`config.mk`:
```
export PLATFORM = sky130hd
export DESIGN_NAME = hd_ctrl
export DESIGN_NICKNAME = d
export VERILOG_FILES = /design/src/verilog/hd_pkg.sv /design/src/verilog/hd_ctrl.sv /design/src/verilog/hd_routine.sv /design/src/verilog/hd_sync.sv
export SDC_FILE = /design/constraint.sdc
export NUM_CORES = 1
export LEC_CHECK = 0
export ABC_AREA = 1
export BUFFER_PORTS_ARGS = -buffer_cell sky130_fd_sc_hd__buf_2
export CAP_MARGIN = 5
export CORE_AREA = 5 5 160 162
export DETAILED_ROUTE_END_ITERATION = 6
export DIE_AREA = 0 0 165 167
export GPL_TIMING_DRIVEN = 0
export PLACE_DENSITY_LB_ADDON = 0.05
export SLEW_MARGIN = 20
export SYNTH_ARGS = -nofsm -noshare
export SYNTH_HDL_FRONTEND = slang
export SYNTH_SLANG_ARGS = --single-unit
```
`constraint.sdc`:
```
create_clock -name CLK -period 14.8 [get_ports CLK]
set_input_delay 1.48 -clock CLK [delete_from_list [all_inputs] [get_ports CLK]]
set_output_delay 1.48 -clock CLK [all_outputs]
set_load 0.05 [all_outputs]
```
`src/verilog/hd_pkg.sv`:
```
package hd_pkg;
	localparam logic [6:0] HD_DEV_ADDR   = 7'h5a;
	// register offsets
	localparam logic [7:0] HD_REG_STATUS = 8'h00;
	localparam logic [7:0] HD_REG_MODE   = 8'h01;
	localparam logic [7:0] HD_REG_GO     = 8'h02;
	localparam logic [7:0] HD_REG_CALCFG = 8'h03;
	localparam logic [7:0] HD_REG_PEAK   = 8'h04;
	localparam logic [7:0] HD_REG_OLPER  = 8'h05;
	localparam logic [7:0] HD_REG_ZRES   = 8'h06;
	localparam logic [7:0] HD_REG_CLEVEL = 8'h07;
	localparam logic [7:0] HD_REG_CPER   = 8'h08;
	localparam logic [7:0] HD_REG_TIMING = 8'h09;
	localparam logic [7:0] HD_RST_BYTE   = 8'h00;
	// field positions
	localparam int HD_MODE_LSB  = 0;
	localparam int HD_ACT_BIT   = 2;
	localparam int HD_OL_BIT    = 3;
	localparam int HD_TRIGF_LSB = 4;
	localparam int HD_CALT_LSB  = 0;
	localparam int HD_BRK_LSB   = 2;
	localparam int HD_GAIN_LSB  = 5;
	localparam int HD_DISC_LSB  = 0;
	localparam int HD_ZC_LSB    = 4;
	// codes
	localparam logic [1:0] HD_MODE_DIAG  = 2'h2;
	localparam logic [1:0] HD_MODE_CAL   = 2'h3;
	localparam logic [1:0] HD_TRIG_NONE  = 2'h0;
	localparam logic [1:0] HD_CALT_TRIG  = 2'h3;
	localparam logic [1:0] HD_DRV_CL_ECC = 2'h0;
	localparam logic [1:0] HD_DRV_CL_RES = 2'h1;
	localparam logic [1:0] HD_DRV_OL_ECC = 2'h2;
	localparam logic [1:0] HD_DRV_OL_RES = 2'h3;
	// timing
	localparam int unsigned HD_CLK_HZ     = 20000000;
	localparam int unsigned HD_CAL_T0_MS  = 250;
	localparam int unsigned HD_CAL_T1_MS  = 500;
	localparam int unsigned HD_CAL_T2_MS  = 1000;
	localparam int unsigned HD_CYC_PER_MS = HD_CLK_HZ / 1000;
	localparam int unsigned HD_CAL_CYC0   = HD_CAL_T0_MS * HD_CYC_PER_MS;
	localparam int unsigned HD_CAL_CYC1   = HD_CAL_T1_MS * HD_CYC_PER_MS;
	localparam int unsigned HD_CAL_CYC2   = HD_CAL_T2_MS * HD_CYC_PER_MS;
	localparam int HD_CNT_W = 25;

	typedef struct packed {
		logic       stb;
		logic [7:0] addr;
		logic [7:0] data;
	} hd_wr_t;

	typedef struct packed {
		logic [1:0] mode;
		logic [1:0] cal_time;
	} hd_cfg_t;

	typedef struct packed {
		logic undervoltage_lockout;
		logic hot;
		logic ocp;
		logic shrt;
		logic open;
		logic bemf;
	} hd_sense_t;

	typedef enum logic [3:0] {
		I_IDLE, I_ADDR, I_AACK, I_REG, I_RACK, I_WDATA, I_DACK,
		I_RD, I_MACK, I_RLOAD
	} hd_i2c_st_t;

	typedef enum logic [1:0] {RT_IDLE, RT_ZMEAS, RT_DWAVE, RT_CAL} hd_rt_st_t;
endpackage

```
`src/verilog/hd_ctrl.sv`:
```
`timescale 1ns/1ps
module hd_ctrl
	import hd_pkg::*;
#(
	parameter int unsigned CAL_CYC_250 = HD_CAL_CYC0,
	parameter int unsigned CAL_CYC_500 = HD_CAL_CYC1,
	parameter int unsigned CAL_CYC_1S  = HD_CAL_CYC2
)(
	// clock and reset
	input  wire logic       CLK,
	input  wire logic       RESETN,
	// serial bus
	input  wire logic       SCL,
	input  wire logic       SDA_IN,
	output logic            SDA_OUT,
	output logic            SDA_OEN,
	// pins
	input  wire logic       EN,
	input  wire logic       TRIG_PIN,
	// protection and load sense
	input  wire logic       UNDERVOLTAGE_LOCKOUT,
	input  wire logic       OVERTEMP,
	input  wire logic       OVERCURRENT,
	input  wire logic       SHORT_LOAD,
	input  wire logic       OPEN_LOAD,
	input  wire logic       BEMF_VALID,
	// measurement engine
	input  wire logic       ZMEAS_DONE,
	input  wire logic [7:0] ZMEAS_VALUE,
	input  wire logic       DIAG_WAVE_DONE,
	input  wire logic [7:0] CAL_LEVEL_IN,
	input  wire logic [7:0] CAL_PERIOD_IN,
	// drive control
	output logic [1:0]      DRIVE_MODE,
	output logic            ADAPT_LEVEL,
	output logic            ADAPT_FREQ,
	output logic            ZMEAS_RUN,
	output logic            DIAG_WAVE_RUN,
	output logic            CAL_RUN,
	output logic            FAULT_FLAG,
	// settings to the drive path
	output logic [7:0]      PEAK_DRIVE_LIMIT,
	output logic [7:0]      OPEN_LOOP_RESONANT_PERIOD,
	output logic [2:0]      FEEDBACK_BRAKE_GAIN,
	output logic [1:0]      LOOP_GAIN,
	output logic [3:0]      DISCHARGE_WAIT,
	output logic [1:0]      CROSSING_DETECT_WINDOW,
	output logic [7:0]      CAL_LEVEL,
	output logic [7:0]      CAL_PERIOD
);
	////////////////////////////////////////////////////////////////////////
	logic [1:0]  rst_sr;
	logic        rst_n;
	logic        scl_s, sda_s, en_s, trig_s;
	logic        scl_q, sda_q, trig_q;
	logic        scl_rise, scl_fall, i_start, i_stop;
	hd_sense_t   sense;
	hd_i2c_st_t  ist;
	logic [3:0]  bcnt;
	logic [7:0]  sh;
	logic [7:0]  ptr;
	logic        rw;
	hd_wr_t      wr;
	logic [7:0]  rdata;
	logic [7:0]  mode_reg, calcfg, timing, zres;
	logic        go, go_q, calibrated;
	logic        act, ol, ext_trig, rt_start;
	hd_cfg_t     cfg;
	logic        rt_busy, rt_zmeas, rt_dwave, rt_cal;
	logic        rt_done, rt_fault, zres_we, cal_we;

	always_ff @(posedge CLK or negedge RESETN) begin
		if (!RESETN)
			rst_sr <= 2'h0;
		else
			rst_sr <= {rst_sr[0], 1'b1};
	end
	assign rst_n = rst_sr[1];

	hd_sync #(.W(10)) u_sync (
		.clk   (CLK),
		.rst_n (rst_n),
		.d     ({SCL, SDA_IN, EN, TRIG_PIN, UNDERVOLTAGE_LOCKOUT, OVERTEMP,
		         OVERCURRENT, SHORT_LOAD, OPEN_LOAD, BEMF_VALID}),
		.q     ({scl_s, sda_s, en_s, trig_s, sense})
	);

	always_ff @(posedge CLK or negedge rst_n) begin
		if (!rst_n) begin
			scl_q <= 1'b0;
			sda_q <= 1'b0;
			trig_q <= 1'b0;
			go_q <= 1'b0;
		end else begin
			scl_q <= scl_s;
			sda_q <= sda_s;
			trig_q <= trig_s;
			go_q <= go;
		end
	end

	assign scl_rise = scl_s && !scl_q;
	assign scl_fall = !scl_s && scl_q;
	assign i_start = scl_s && scl_q && sda_q && !sda_s;
	assign i_stop = scl_s && scl_q && !sda_q && sda_s;

	////////////////////////////////////////////////////////////////////////
	// serial slave: open drain, only ever pulls low
	always_ff @(posedge CLK or negedge rst_n) begin
		if (!rst_n)
			SDA_OUT <= 1'b0;
		else
			SDA_OUT <= 1'b0;
	end

	always_ff @(posedge CLK or negedge rst_n) begin
		if (!rst_n) begin
			ist <= I_IDLE;
			bcnt <= 4'h0;
			sh <= 8'h00;
			ptr <= 8'h00;
			rw <= 1'b0;
			SDA_OEN <= 1'b1;
			wr <= '0;
		end else begin
			wr.stb <= 1'b0;
			if (i_stop) begin
				ist <= I_IDLE;
				SDA_OEN <= 1'b1;
			end else if (i_start) begin
				ist <= I_ADDR;
				bcnt <= 4'h0;
				SDA_OEN <= 1'b1;
			end else begin
				case (ist)
				I_ADDR, I_REG, I_WDATA: begin
					if (scl_rise) begin
						sh <= {sh[6:0], sda_s};
						bcnt <= bcnt + 4'h1;
					end else if (scl_fall && bcnt == 4'h8) begin
						bcnt <= 4'h0;
						if (ist == I_ADDR) begin
							if (sh[7:1] == HD_DEV_ADDR) begin
								rw <= sh[0];
								SDA_OEN <= 1'b0;
								ist <= I_AACK;
							end else begin
								ist <= I_IDLE;
							end
						end else if (ist == I_REG) begin
							ptr <= sh;
							SDA_OEN <= 1'b0;
							ist <= I_RACK;
						end else begin
							wr.stb <= 1'b1;
							wr.addr <= ptr;
							wr.data <= sh;
							ptr <= ptr + 8'h01;
							SDA_OEN <= 1'b0;
							ist <= I_DACK;
						end
					end
				end
				I_AACK, I_RACK, I_DACK: begin
					if (scl_fall) begin
						if (ist == I_AACK && rw) begin
							sh <= rdata;
							SDA_OEN <= rdata[7];
							ist <= I_RD;
						end else begin
							SDA_OEN <= 1'b1;
							ist <= (ist == I_AACK) ? I_REG : I_WDATA;
						end
					end
				end
				I_RD: begin
					if (scl_fall) begin
						if (bcnt == 4'h7) begin
							SDA_OEN <= 1'b1;
							ptr <= ptr + 8'h01;
							bcnt <= 4'h0;
							ist <= I_MACK;
						end else begin
							SDA_OEN <= sh[6];
							sh <= {sh[6:0], 1'b0};
							bcnt <= bcnt + 4'h1;
						end
					end
				end
				I_MACK: begin
					if (scl_rise)
						ist <= sda_s ? I_IDLE : I_RLOAD;
				end
				I_RLOAD: begin
					if (scl_fall) begin
						sh <= rdata;
						SDA_OEN <= rdata[7];
						ist <= I_RD;
					end
				end
				default: ist <= I_IDLE;
				endcase
			end
		end
	end

	always_comb begin
		case (ptr)
		HD_REG_STATUS: rdata = {5'h00, calibrated, rt_busy, FAULT_FLAG};
		HD_REG_MODE:   rdata = mode_reg;
		HD_REG_GO:     rdata = {7'h00, go};
		HD_REG_CALCFG: rdata = calcfg;
		HD_REG_PEAK:   rdata = PEAK_DRIVE_LIMIT;
		HD_REG_OLPER:  rdata = OPEN_LOOP_RESONANT_PERIOD;
		HD_REG_ZRES:   rdata = zres;
		HD_REG_CLEVEL: rdata = CAL_LEVEL;
		HD_REG_CPER:   rdata = CAL_PERIOD;
		HD_REG_TIMING: rdata = timing;
		default:       rdata = 8'h00;
		endcase
	end

	////////////////////////////////////////////////////////////////////////
	// configuration registers
	always_ff @(posedge CLK or negedge rst_n) begin
		if (!rst_n) begin
			mode_reg <= HD_RST_BYTE;
			calcfg <= HD_RST_BYTE;
			timing <= HD_RST_BYTE;
			PEAK_DRIVE_LIMIT <= HD_RST_BYTE;
			OPEN_LOOP_RESONANT_PERIOD <= HD_RST_BYTE;
		end else if (wr.stb) begin
			case (wr.addr)
			HD_REG_MODE:   mode_reg <= wr.data;
			HD_REG_CALCFG: calcfg <= wr.data;
			HD_REG_TIMING: timing <= wr.data;
			HD_REG_PEAK:   PEAK_DRIVE_LIMIT <= wr.data;
			HD_REG_OLPER:  OPEN_LOOP_RESONANT_PERIOD <= wr.data;
			default:       mode_reg <= mode_reg;
			endcase
		end
	end

	assign act = mode_reg[HD_ACT_BIT];
	assign ol = mode_reg[HD_OL_BIT];
	assign cfg = {mode_reg[HD_MODE_LSB +: 2], calcfg[HD_CALT_LSB +: 2]};
	assign FEEDBACK_BRAKE_GAIN = calcfg[HD_BRK_LSB +: 3];
	assign LOOP_GAIN = calcfg[HD_GAIN_LSB +: 2];
	assign DISCHARGE_WAIT = timing[HD_DISC_LSB +: 4];
	assign CROSSING_DETECT_WINDOW = timing[HD_ZC_LSB +: 2];

	// results: cleared only by reset, never by the enable pin
	always_ff @(posedge CLK or negedge rst_n) begin
		if (!rst_n) begin
			zres <= HD_RST_BYTE;
			CAL_LEVEL <= HD_RST_BYTE;
			CAL_PERIOD <= HD_RST_BYTE;
			calibrated <= 1'b0;
		end else begin
			if (zres_we)
				zres <= ZMEAS_VALUE;
			else if (wr.stb && wr.addr == HD_REG_ZRES)
				zres <= wr.data;
			if (cal_we) begin
				CAL_LEVEL <= CAL_LEVEL_IN;
				calibrated <= 1'b1;
			end else if (wr.stb && wr.addr == HD_REG_CLEVEL) begin
				CAL_LEVEL <= wr.data;
			end
			if (cal_we && !act)
				CAL_PERIOD <= CAL_PERIOD_IN;
			else if (wr.stb && wr.addr == HD_REG_CPER)
				CAL_PERIOD <= wr.data;
		end
	end

	////////////////////////////////////////////////////////////////////////
	// trigger bit: host write wins over the self-clear
	assign ext_trig = trig_s && !trig_q &&
		mode_reg[HD_TRIGF_LSB +: 2] != HD_TRIG_NONE;
	assign rt_start = go && !go_q && en_s;

	always_ff @(posedge CLK or negedge rst_n) begin
		if (!rst_n)
			go <= 1'b0;
		else if (wr.stb && wr.addr == HD_REG_GO)
			go <= wr.data[0];
		else if (ext_trig && !go)
			go <= 1'b1;
		else if (ext_trig && rt_cal && cfg.cal_time == HD_CALT_TRIG)
			go <= 1'b0;
		else if (rt_done)
			go <= 1'b0;
	end

	// fault flag: a new fault wins over the clear at start
	always_ff @(posedge CLK or negedge rst_n) begin
		if (!rst_n)
			FAULT_FLAG <= 1'b0;
		else if (rt_fault)
			FAULT_FLAG <= 1'b1;
		else if (rt_start)
			FAULT_FLAG <= 1'b0;
	end

	hd_routine #(
		.CYC0 (CAL_CYC_250),
		.CYC1 (CAL_CYC_500),
		.CYC2 (CAL_CYC_1S)
	) u_routine (
		.clk        (CLK),
		.rst_n      (rst_n),
		.start      (rt_start),
		.go         (go),
		.cfg        (cfg),
		.sense      (sense),
		.zmeas_done (ZMEAS_DONE),
		.wave_done  (DIAG_WAVE_DONE),
		.busy       (rt_busy),
		.zmeas      (rt_zmeas),
		.dwave      (rt_dwave),
		.calrun     (rt_cal),
		.done       (rt_done),
		.fault_set  (rt_fault),
		.zres_we    (zres_we),
		.cal_we     (cal_we)
	);

	////////////////////////////////////////////////////////////////////////
	// drive selection
	always_ff @(posedge CLK or negedge rst_n) begin
		if (!rst_n) begin
			DRIVE_MODE <= HD_DRV_CL_ECC;
			ADAPT_LEVEL <= 1'b0;
			ADAPT_FREQ <= 1'b0;
			ZMEAS_RUN <= 1'b0;
			DIAG_WAVE_RUN <= 1'b0;
			CAL_RUN <= 1'b0;
		end else begin
			if (ol)
				DRIVE_MODE <= act ? HD_DRV_OL_ECC : HD_DRV_OL_RES;
			else
				DRIVE_MODE <= act ? HD_DRV_CL_ECC : HD_DRV_CL_RES;
			ADAPT_LEVEL <= !ol && calibrated;
			ADAPT_FREQ <= !ol && calibrated && !act;
			ZMEAS_RUN <= rt_zmeas;
			DIAG_WAVE_RUN <= rt_dwave;
			CAL_RUN <= rt_cal;
		end
	end
endmodule

```
`src/verilog/hd_routine.sv`:
```
`timescale 1ns/1ps
module hd_routine
	import hd_pkg::*;
#(
	parameter int unsigned CYC0 = HD_CAL_CYC0,
	parameter int unsigned CYC1 = HD_CAL_CYC1,
	parameter int unsigned CYC2 = HD_CAL_CYC2
)(
	input  wire logic       clk,
	input  wire logic       rst_n,
	input  wire logic       start,
	input  wire logic       go,
	input  hd_cfg_t         cfg,
	input  hd_sense_t       sense,
	input  wire logic       zmeas_done,
	input  wire logic       wave_done,
	output logic            busy,
	output logic            zmeas,
	output logic            dwave,
	output logic            calrun,
	output logic            done,
	output logic            fault_set,
	output logic            zres_we,
	output logic            cal_we
);
	hd_rt_st_t st;
	logic [HD_CNT_W-1:0] cnt;
	logic [HD_CNT_W-1:0] limit;
	logic crit;

	assign crit = sense.undervoltage_lockout | sense.hot | sense.ocp;
	assign busy = st != RT_IDLE;
	assign zmeas = st == RT_ZMEAS;
	assign dwave = st == RT_DWAVE;
	assign calrun = st == RT_CAL;

	always_comb begin
		case (cfg.cal_time)
		2'h0: limit = HD_CNT_W'(CYC0);
		2'h1: limit = HD_CNT_W'(CYC1);
		2'h2: limit = HD_CNT_W'(CYC2);
		default: limit = '0;
		endcase
	end

	always_ff @(posedge clk or negedge rst_n) begin
		if (!rst_n) begin
			st <= RT_IDLE;
			cnt <= '0;
			done <= 1'b0;
			fault_set <= 1'b0;
			zres_we <= 1'b0;
			cal_we <= 1'b0;
		end else begin
			done <= 1'b0;
			fault_set <= 1'b0;
			zres_we <= 1'b0;
			cal_we <= 1'b0;
			case (st)
			RT_IDLE: begin
				cnt <= '0;
				if (start && cfg.mode == HD_MODE_DIAG)
					st <= RT_ZMEAS;
				else if (start && cfg.mode == HD_MODE_CAL)
					st <= RT_CAL;
			end
			RT_ZMEAS: begin
				// overcurrent cannot trip the small measuring current
				if (sense.undervoltage_lockout || sense.hot) begin
					fault_set <= 1'b1;
					done <= 1'b1;
					st <= RT_IDLE;
				end else if (!go) begin
					st <= RT_IDLE;
				end else if (zmeas_done) begin
					zres_we <= 1'b1;
					st <= RT_DWAVE;
				end
			end
			RT_DWAVE: begin
				if (crit || sense.shrt || sense.open) begin
					fault_set <= 1'b1;
					done <= 1'b1;
					st <= RT_IDLE;
				end else if (!go) begin
					st <= RT_IDLE;
				end else if (wave_done) begin
					fault_set <= !sense.bemf;
					done <= 1'b1;
					st <= RT_IDLE;
				end
			end
			RT_CAL: begin
				if (crit) begin
					fault_set <= 1'b1;
					done <= 1'b1;
					st <= RT_IDLE;
				end else if (cfg.cal_time == HD_CALT_TRIG) begin
					if (!go) begin
						cal_we <= 1'b1;
						done <= 1'b1;
						st <= RT_IDLE;
					end
				end else if (!go) begin
					st <= RT_IDLE;
				end else if (cnt >= limit - HD_CNT_W'(1)) begin
					cal_we <= 1'b1;
					done <= 1'b1;
					st <= RT_IDLE;
				end else begin
					cnt <= cnt + HD_CNT_W'(1);
				end
			end
			default: st <= RT_IDLE;
			endcase
		end
	end
endmodule

```
`src/verilog/hd_sync.sv`:
```
`timescale 1ns/1ps
module hd_sync
	import hd_pkg::*;
#(
	parameter int W = 1
)(
	input  wire logic         clk,
	input  wire logic         rst_n,
	input  wire logic [W-1:0] d,
	output logic      [W-1:0] q
);
	logic [W-1:0] meta;

	always_ff @(posedge clk or negedge rst_n) begin
		if (!rst_n) begin
			meta <= '0;
			q <= '0;
		end else begin
			meta <= d;
			q <= meta;
		end
	end
endmodule
```
==> results by group <==
Critical path
  – Setup CP Type: flip-flop to flip-flop
  – Arr. time, crit path: 3430 ps
  – Crit end category: flip-flop
  – CP Max Fanout: 10
  – Worst setup SP type: flip-flop
  – CP Data Required Time: 15180 ps
  – Worst Setup SP: calcfg[0]
  – Critical R2R Launch: calcfg[0]

STA
  – Final setup violation count: 0
  – Final period util: 0.206
  – Hold Vio Cnt, Final: 0
  – Min Tclk post-route: 3050 ps
  – Hold Slack: 346 ps
  – Max-slew violations: 0
  – Slew HR: 0.523
  – Setup TNS: 0 ps
  – RSZ-0062 raised after global routing: false
  – Final Skew: 10.6 ps
  – Worst Max-Slew Pin Slew: 716 ps
  – Max frequency: 328 MHz

Global routing
  – Initial antenna violation count: 0
  – First-pass GRT wire length: 44.2 mm
  – Gr usage total: 0.206
  – Vias in the first global route: 8119
  – Largest net degree at the start of global routing: 54
  – Final global-route overflow total: 0

Logic synthesis
  – YS warnings: 0
  – Sequential share of the synthesized area: 0.463
  – Post-synth EDFFs: 0
  – Primary FF master, synth: dfrtp_1
  – Yosys reg bits: 174
  – Syn_area_per_cell: 7.75 um2
  – Synth cell types: 45
  – Mapped Area: 9410 um2
  – Top-area cell type share of the netlist area: 0.460
  – Mapped Nets: 1284
  – Ys async rst share: 1.00
  – Synth area leaders: dfrtp_1 46%, nand2_1 15%, nor2_1 5.3%, nand3_1 4.7%, o21ai_0 4.5%
  – Cell count after synthesis: 1214
  – Synth area leader: dfrtp_1

Power
  – Gate power share: 0.317
  – Share of power burned in registers: 0.378
  – Sw Share: 0.396
  – Clock Power Share: 0.305
  – Net Switching: 0.000594 W
  – Pwr dens: 137 nW/um2
  – Peak supply drop: 75.6 uV
  – P_int: 0.000905 W
  – Leakage: 5.31 nW
  – Design Power: 0.00150 W

CTS
  – CTS Buffer Depth: 2
  – Clk Latency, worst-skew pair: 440 ps
  – Clock transition at the registers of the reported paths: 70 ps
  – Post-CTS setup buffer count: 0
  – Inserted Clock Buffers: 17
  – Root Buffer: clkbuf_16
  – Post-CTS Resized: 0
  – CTS tree: done
  – CTS Hold Bufs: 0
  – Clk sinks: 174
  – H-tree depth: 4

Finish
  – # fillers: 2496
  – Synth-to-layout area growth: 16.1%
  – Final Net Count: 1395
  – Top Registers: u_routine.cnt (25), wr (17)
  – Ant. Diodes: 0
  – Largest register FFs: 25
  – Biggest register: u_routine.cnt
  – Layout cell share with drive strength beyond 1: 0.129
  – Final core utilization: 0.456
  – Final non-filler cell total: 1662
  – Multi-input gate area: 4420 um2
  – FF/Latch Area: 4360 um2

Outcome
  – Status: completed

Detailed routing
  – Final ANT Viol Nets: 0
  – # DRC: 0
  – Via-to-Cell Ratio: 5.03
  – Initial DRC Count: 532
  – DR pass1 iterations: 5
  – Total number of vias: 8364
  – Final WL: 27.9 mm
  – Post-DR wirelength/cell: 16.8 um

Die
  – Total die area: 27600 um2
  – Initial Utilization: 0.393
  – FP Rows: 57
  – Die X: 165 um
  – Die height: 167 um
  – # IOs: 91
  – Core box area: 24000 um2

Place
  – Port bufs: 89
  – Cells after DPL: 1630
  – Final GP Congestion: 0.895
  – Post-detail-place hpwl: 21.2 mm

Flow run
  – Max-cap violations: 0

Hold path
  – HP Start: u_sync.meta[8]
  – Tightest Hold Check Type: flip-flop to flip-flop
power groups by stage:
stage	Sequential, W	Combinational (W)	Clock [W]
4_1_cts	0.000566	0.000478	0.000468
3_3_place_gp	0.000582	0.000466	0
6_report	0.000567	0.000476	0.000457
5_1_grt	0.000574	0.000536	0.000485
3_5_place_dp	0.000576	0.000476	0
2_1_floorplan	0.000590	0.000320	0
layout make-up:
class | instances | share of cell area
Multi-Input combinational cell | 888 | 0.404
Timing Repair Buffer | 92 | 0.0476
Tap cell | 324 | 0.0371
Sequential cell | 174 | 0.399
Clock inverter | 14 | 0.0133
Buffer | 37 | 0.0192
Clock buffer | 18 | 0.0402
Inverter | 115 | 0.0395
cell families (layout without fill, tap and decap cells):
logic type | count (synthesis) | after routing | synth area share
compound gates | 159 | 159 | 0.0997
simple gates | 673 | 673 | 0.306
xor+xnor | 22 | 22 | 0.0205
flops | 174 | 174 | 0.463
fa+ha+maj | 32 | 32 | 0.0425
other cells | 2 | 2 | 0.000798
buf+inv | 152 | 276 | 0.0682
critical path, stage by stage, from the launching register on:
cell and delay (ps):
dfrtp_1 460, ha_1 180, clkbuf_1 460, inv_1 240, ha_1 330, nand2_1 110, nor2_1 60, nand2_1 50
nor2_1 30, nand2_1 50, nand3_1 80, nor2_2 230, nand3_2 130, nand2_4 130, buf_2 250, nand3_1 110
nand2_1 90
stage by stage:
stage | setup slack (ps) | area, um2
final | 11750 | 10900
after global routing | 11420 | 10900
after CTS | 11750 | 10900
after detailed placement | 11770 | 10300
after global placement | 7260 | 10300
after floorplan | 9590 | 9410
Yosys cell counts, drive strengths merged, types with 2 or more instances:
| cell type | count |
|---|---|
| conb | 2 |
| o211ai | 4 |
| nor2 | 144 |
| ha | 32 |
| a31oi | 2 |
| clkinv | 2 |
| a21oi | 29 |
| nand2 | 386 |
| nand3 | 90 |
| inv | 113 |
| o21ai | 85 |
| nand4 | 19 |
| xnor2 | 9 |
| buf | 19 |
| nor3b | 3 |
| and3 | 2 |
| xor2 | 13 |
| dfrtp | 173 |
| o31ai | 2 |
| or2 | 2 |
| a21o | 6 |
| nor4 | 4 |
| clkbuf | 18 |
| nor3 | 22 |
| o311ai | 25 |
worst paths after layout:
kind	endpoint	slack [ps]	cells after the start
setup / recovery	u_routine.cnt[10]	11750	16
hold / removal	u_sync.q[8]	350	0
setup reg to reg	u_routine.cnt[10]	11750	16
hold reg to reg	u_sync.q[8]	350	0
max in group asynchronous	OPEN_LOOP_RESONANT_PERIOD[5]	13450	2
min in group asynchronous	u_sync.meta[1]	400	0
cells in the final DEF (no fill, tap or decap), drive strengths merged, types with 2 or more instances in the layout:
master	n
a21o	6
nor3	22
xnor2	9
ha	32
or2	2
a31oi	2
clkinvlp	2
nor2	144
nand3	90
inv	123
o211ai	4
buf	111
nor3b	3
clkinv	3
nand2	386
a21oi	29
dfrtp	173
xor2	13
clkbuf	36
o21ai	85
o311ai	25
conb	2
nand4	19
o31ai	2
nor4	4
and3	2
routing by layer:
layer,track usage,vias up,wire length [um]
met5,0,-,0
met3,0.0425,29,1560
li1,-,4179,-
met1,0.301,3961,13400
met2,0.313,195,12600
met4,0.0503,0,382
Power figures use the tool's default switching activity.
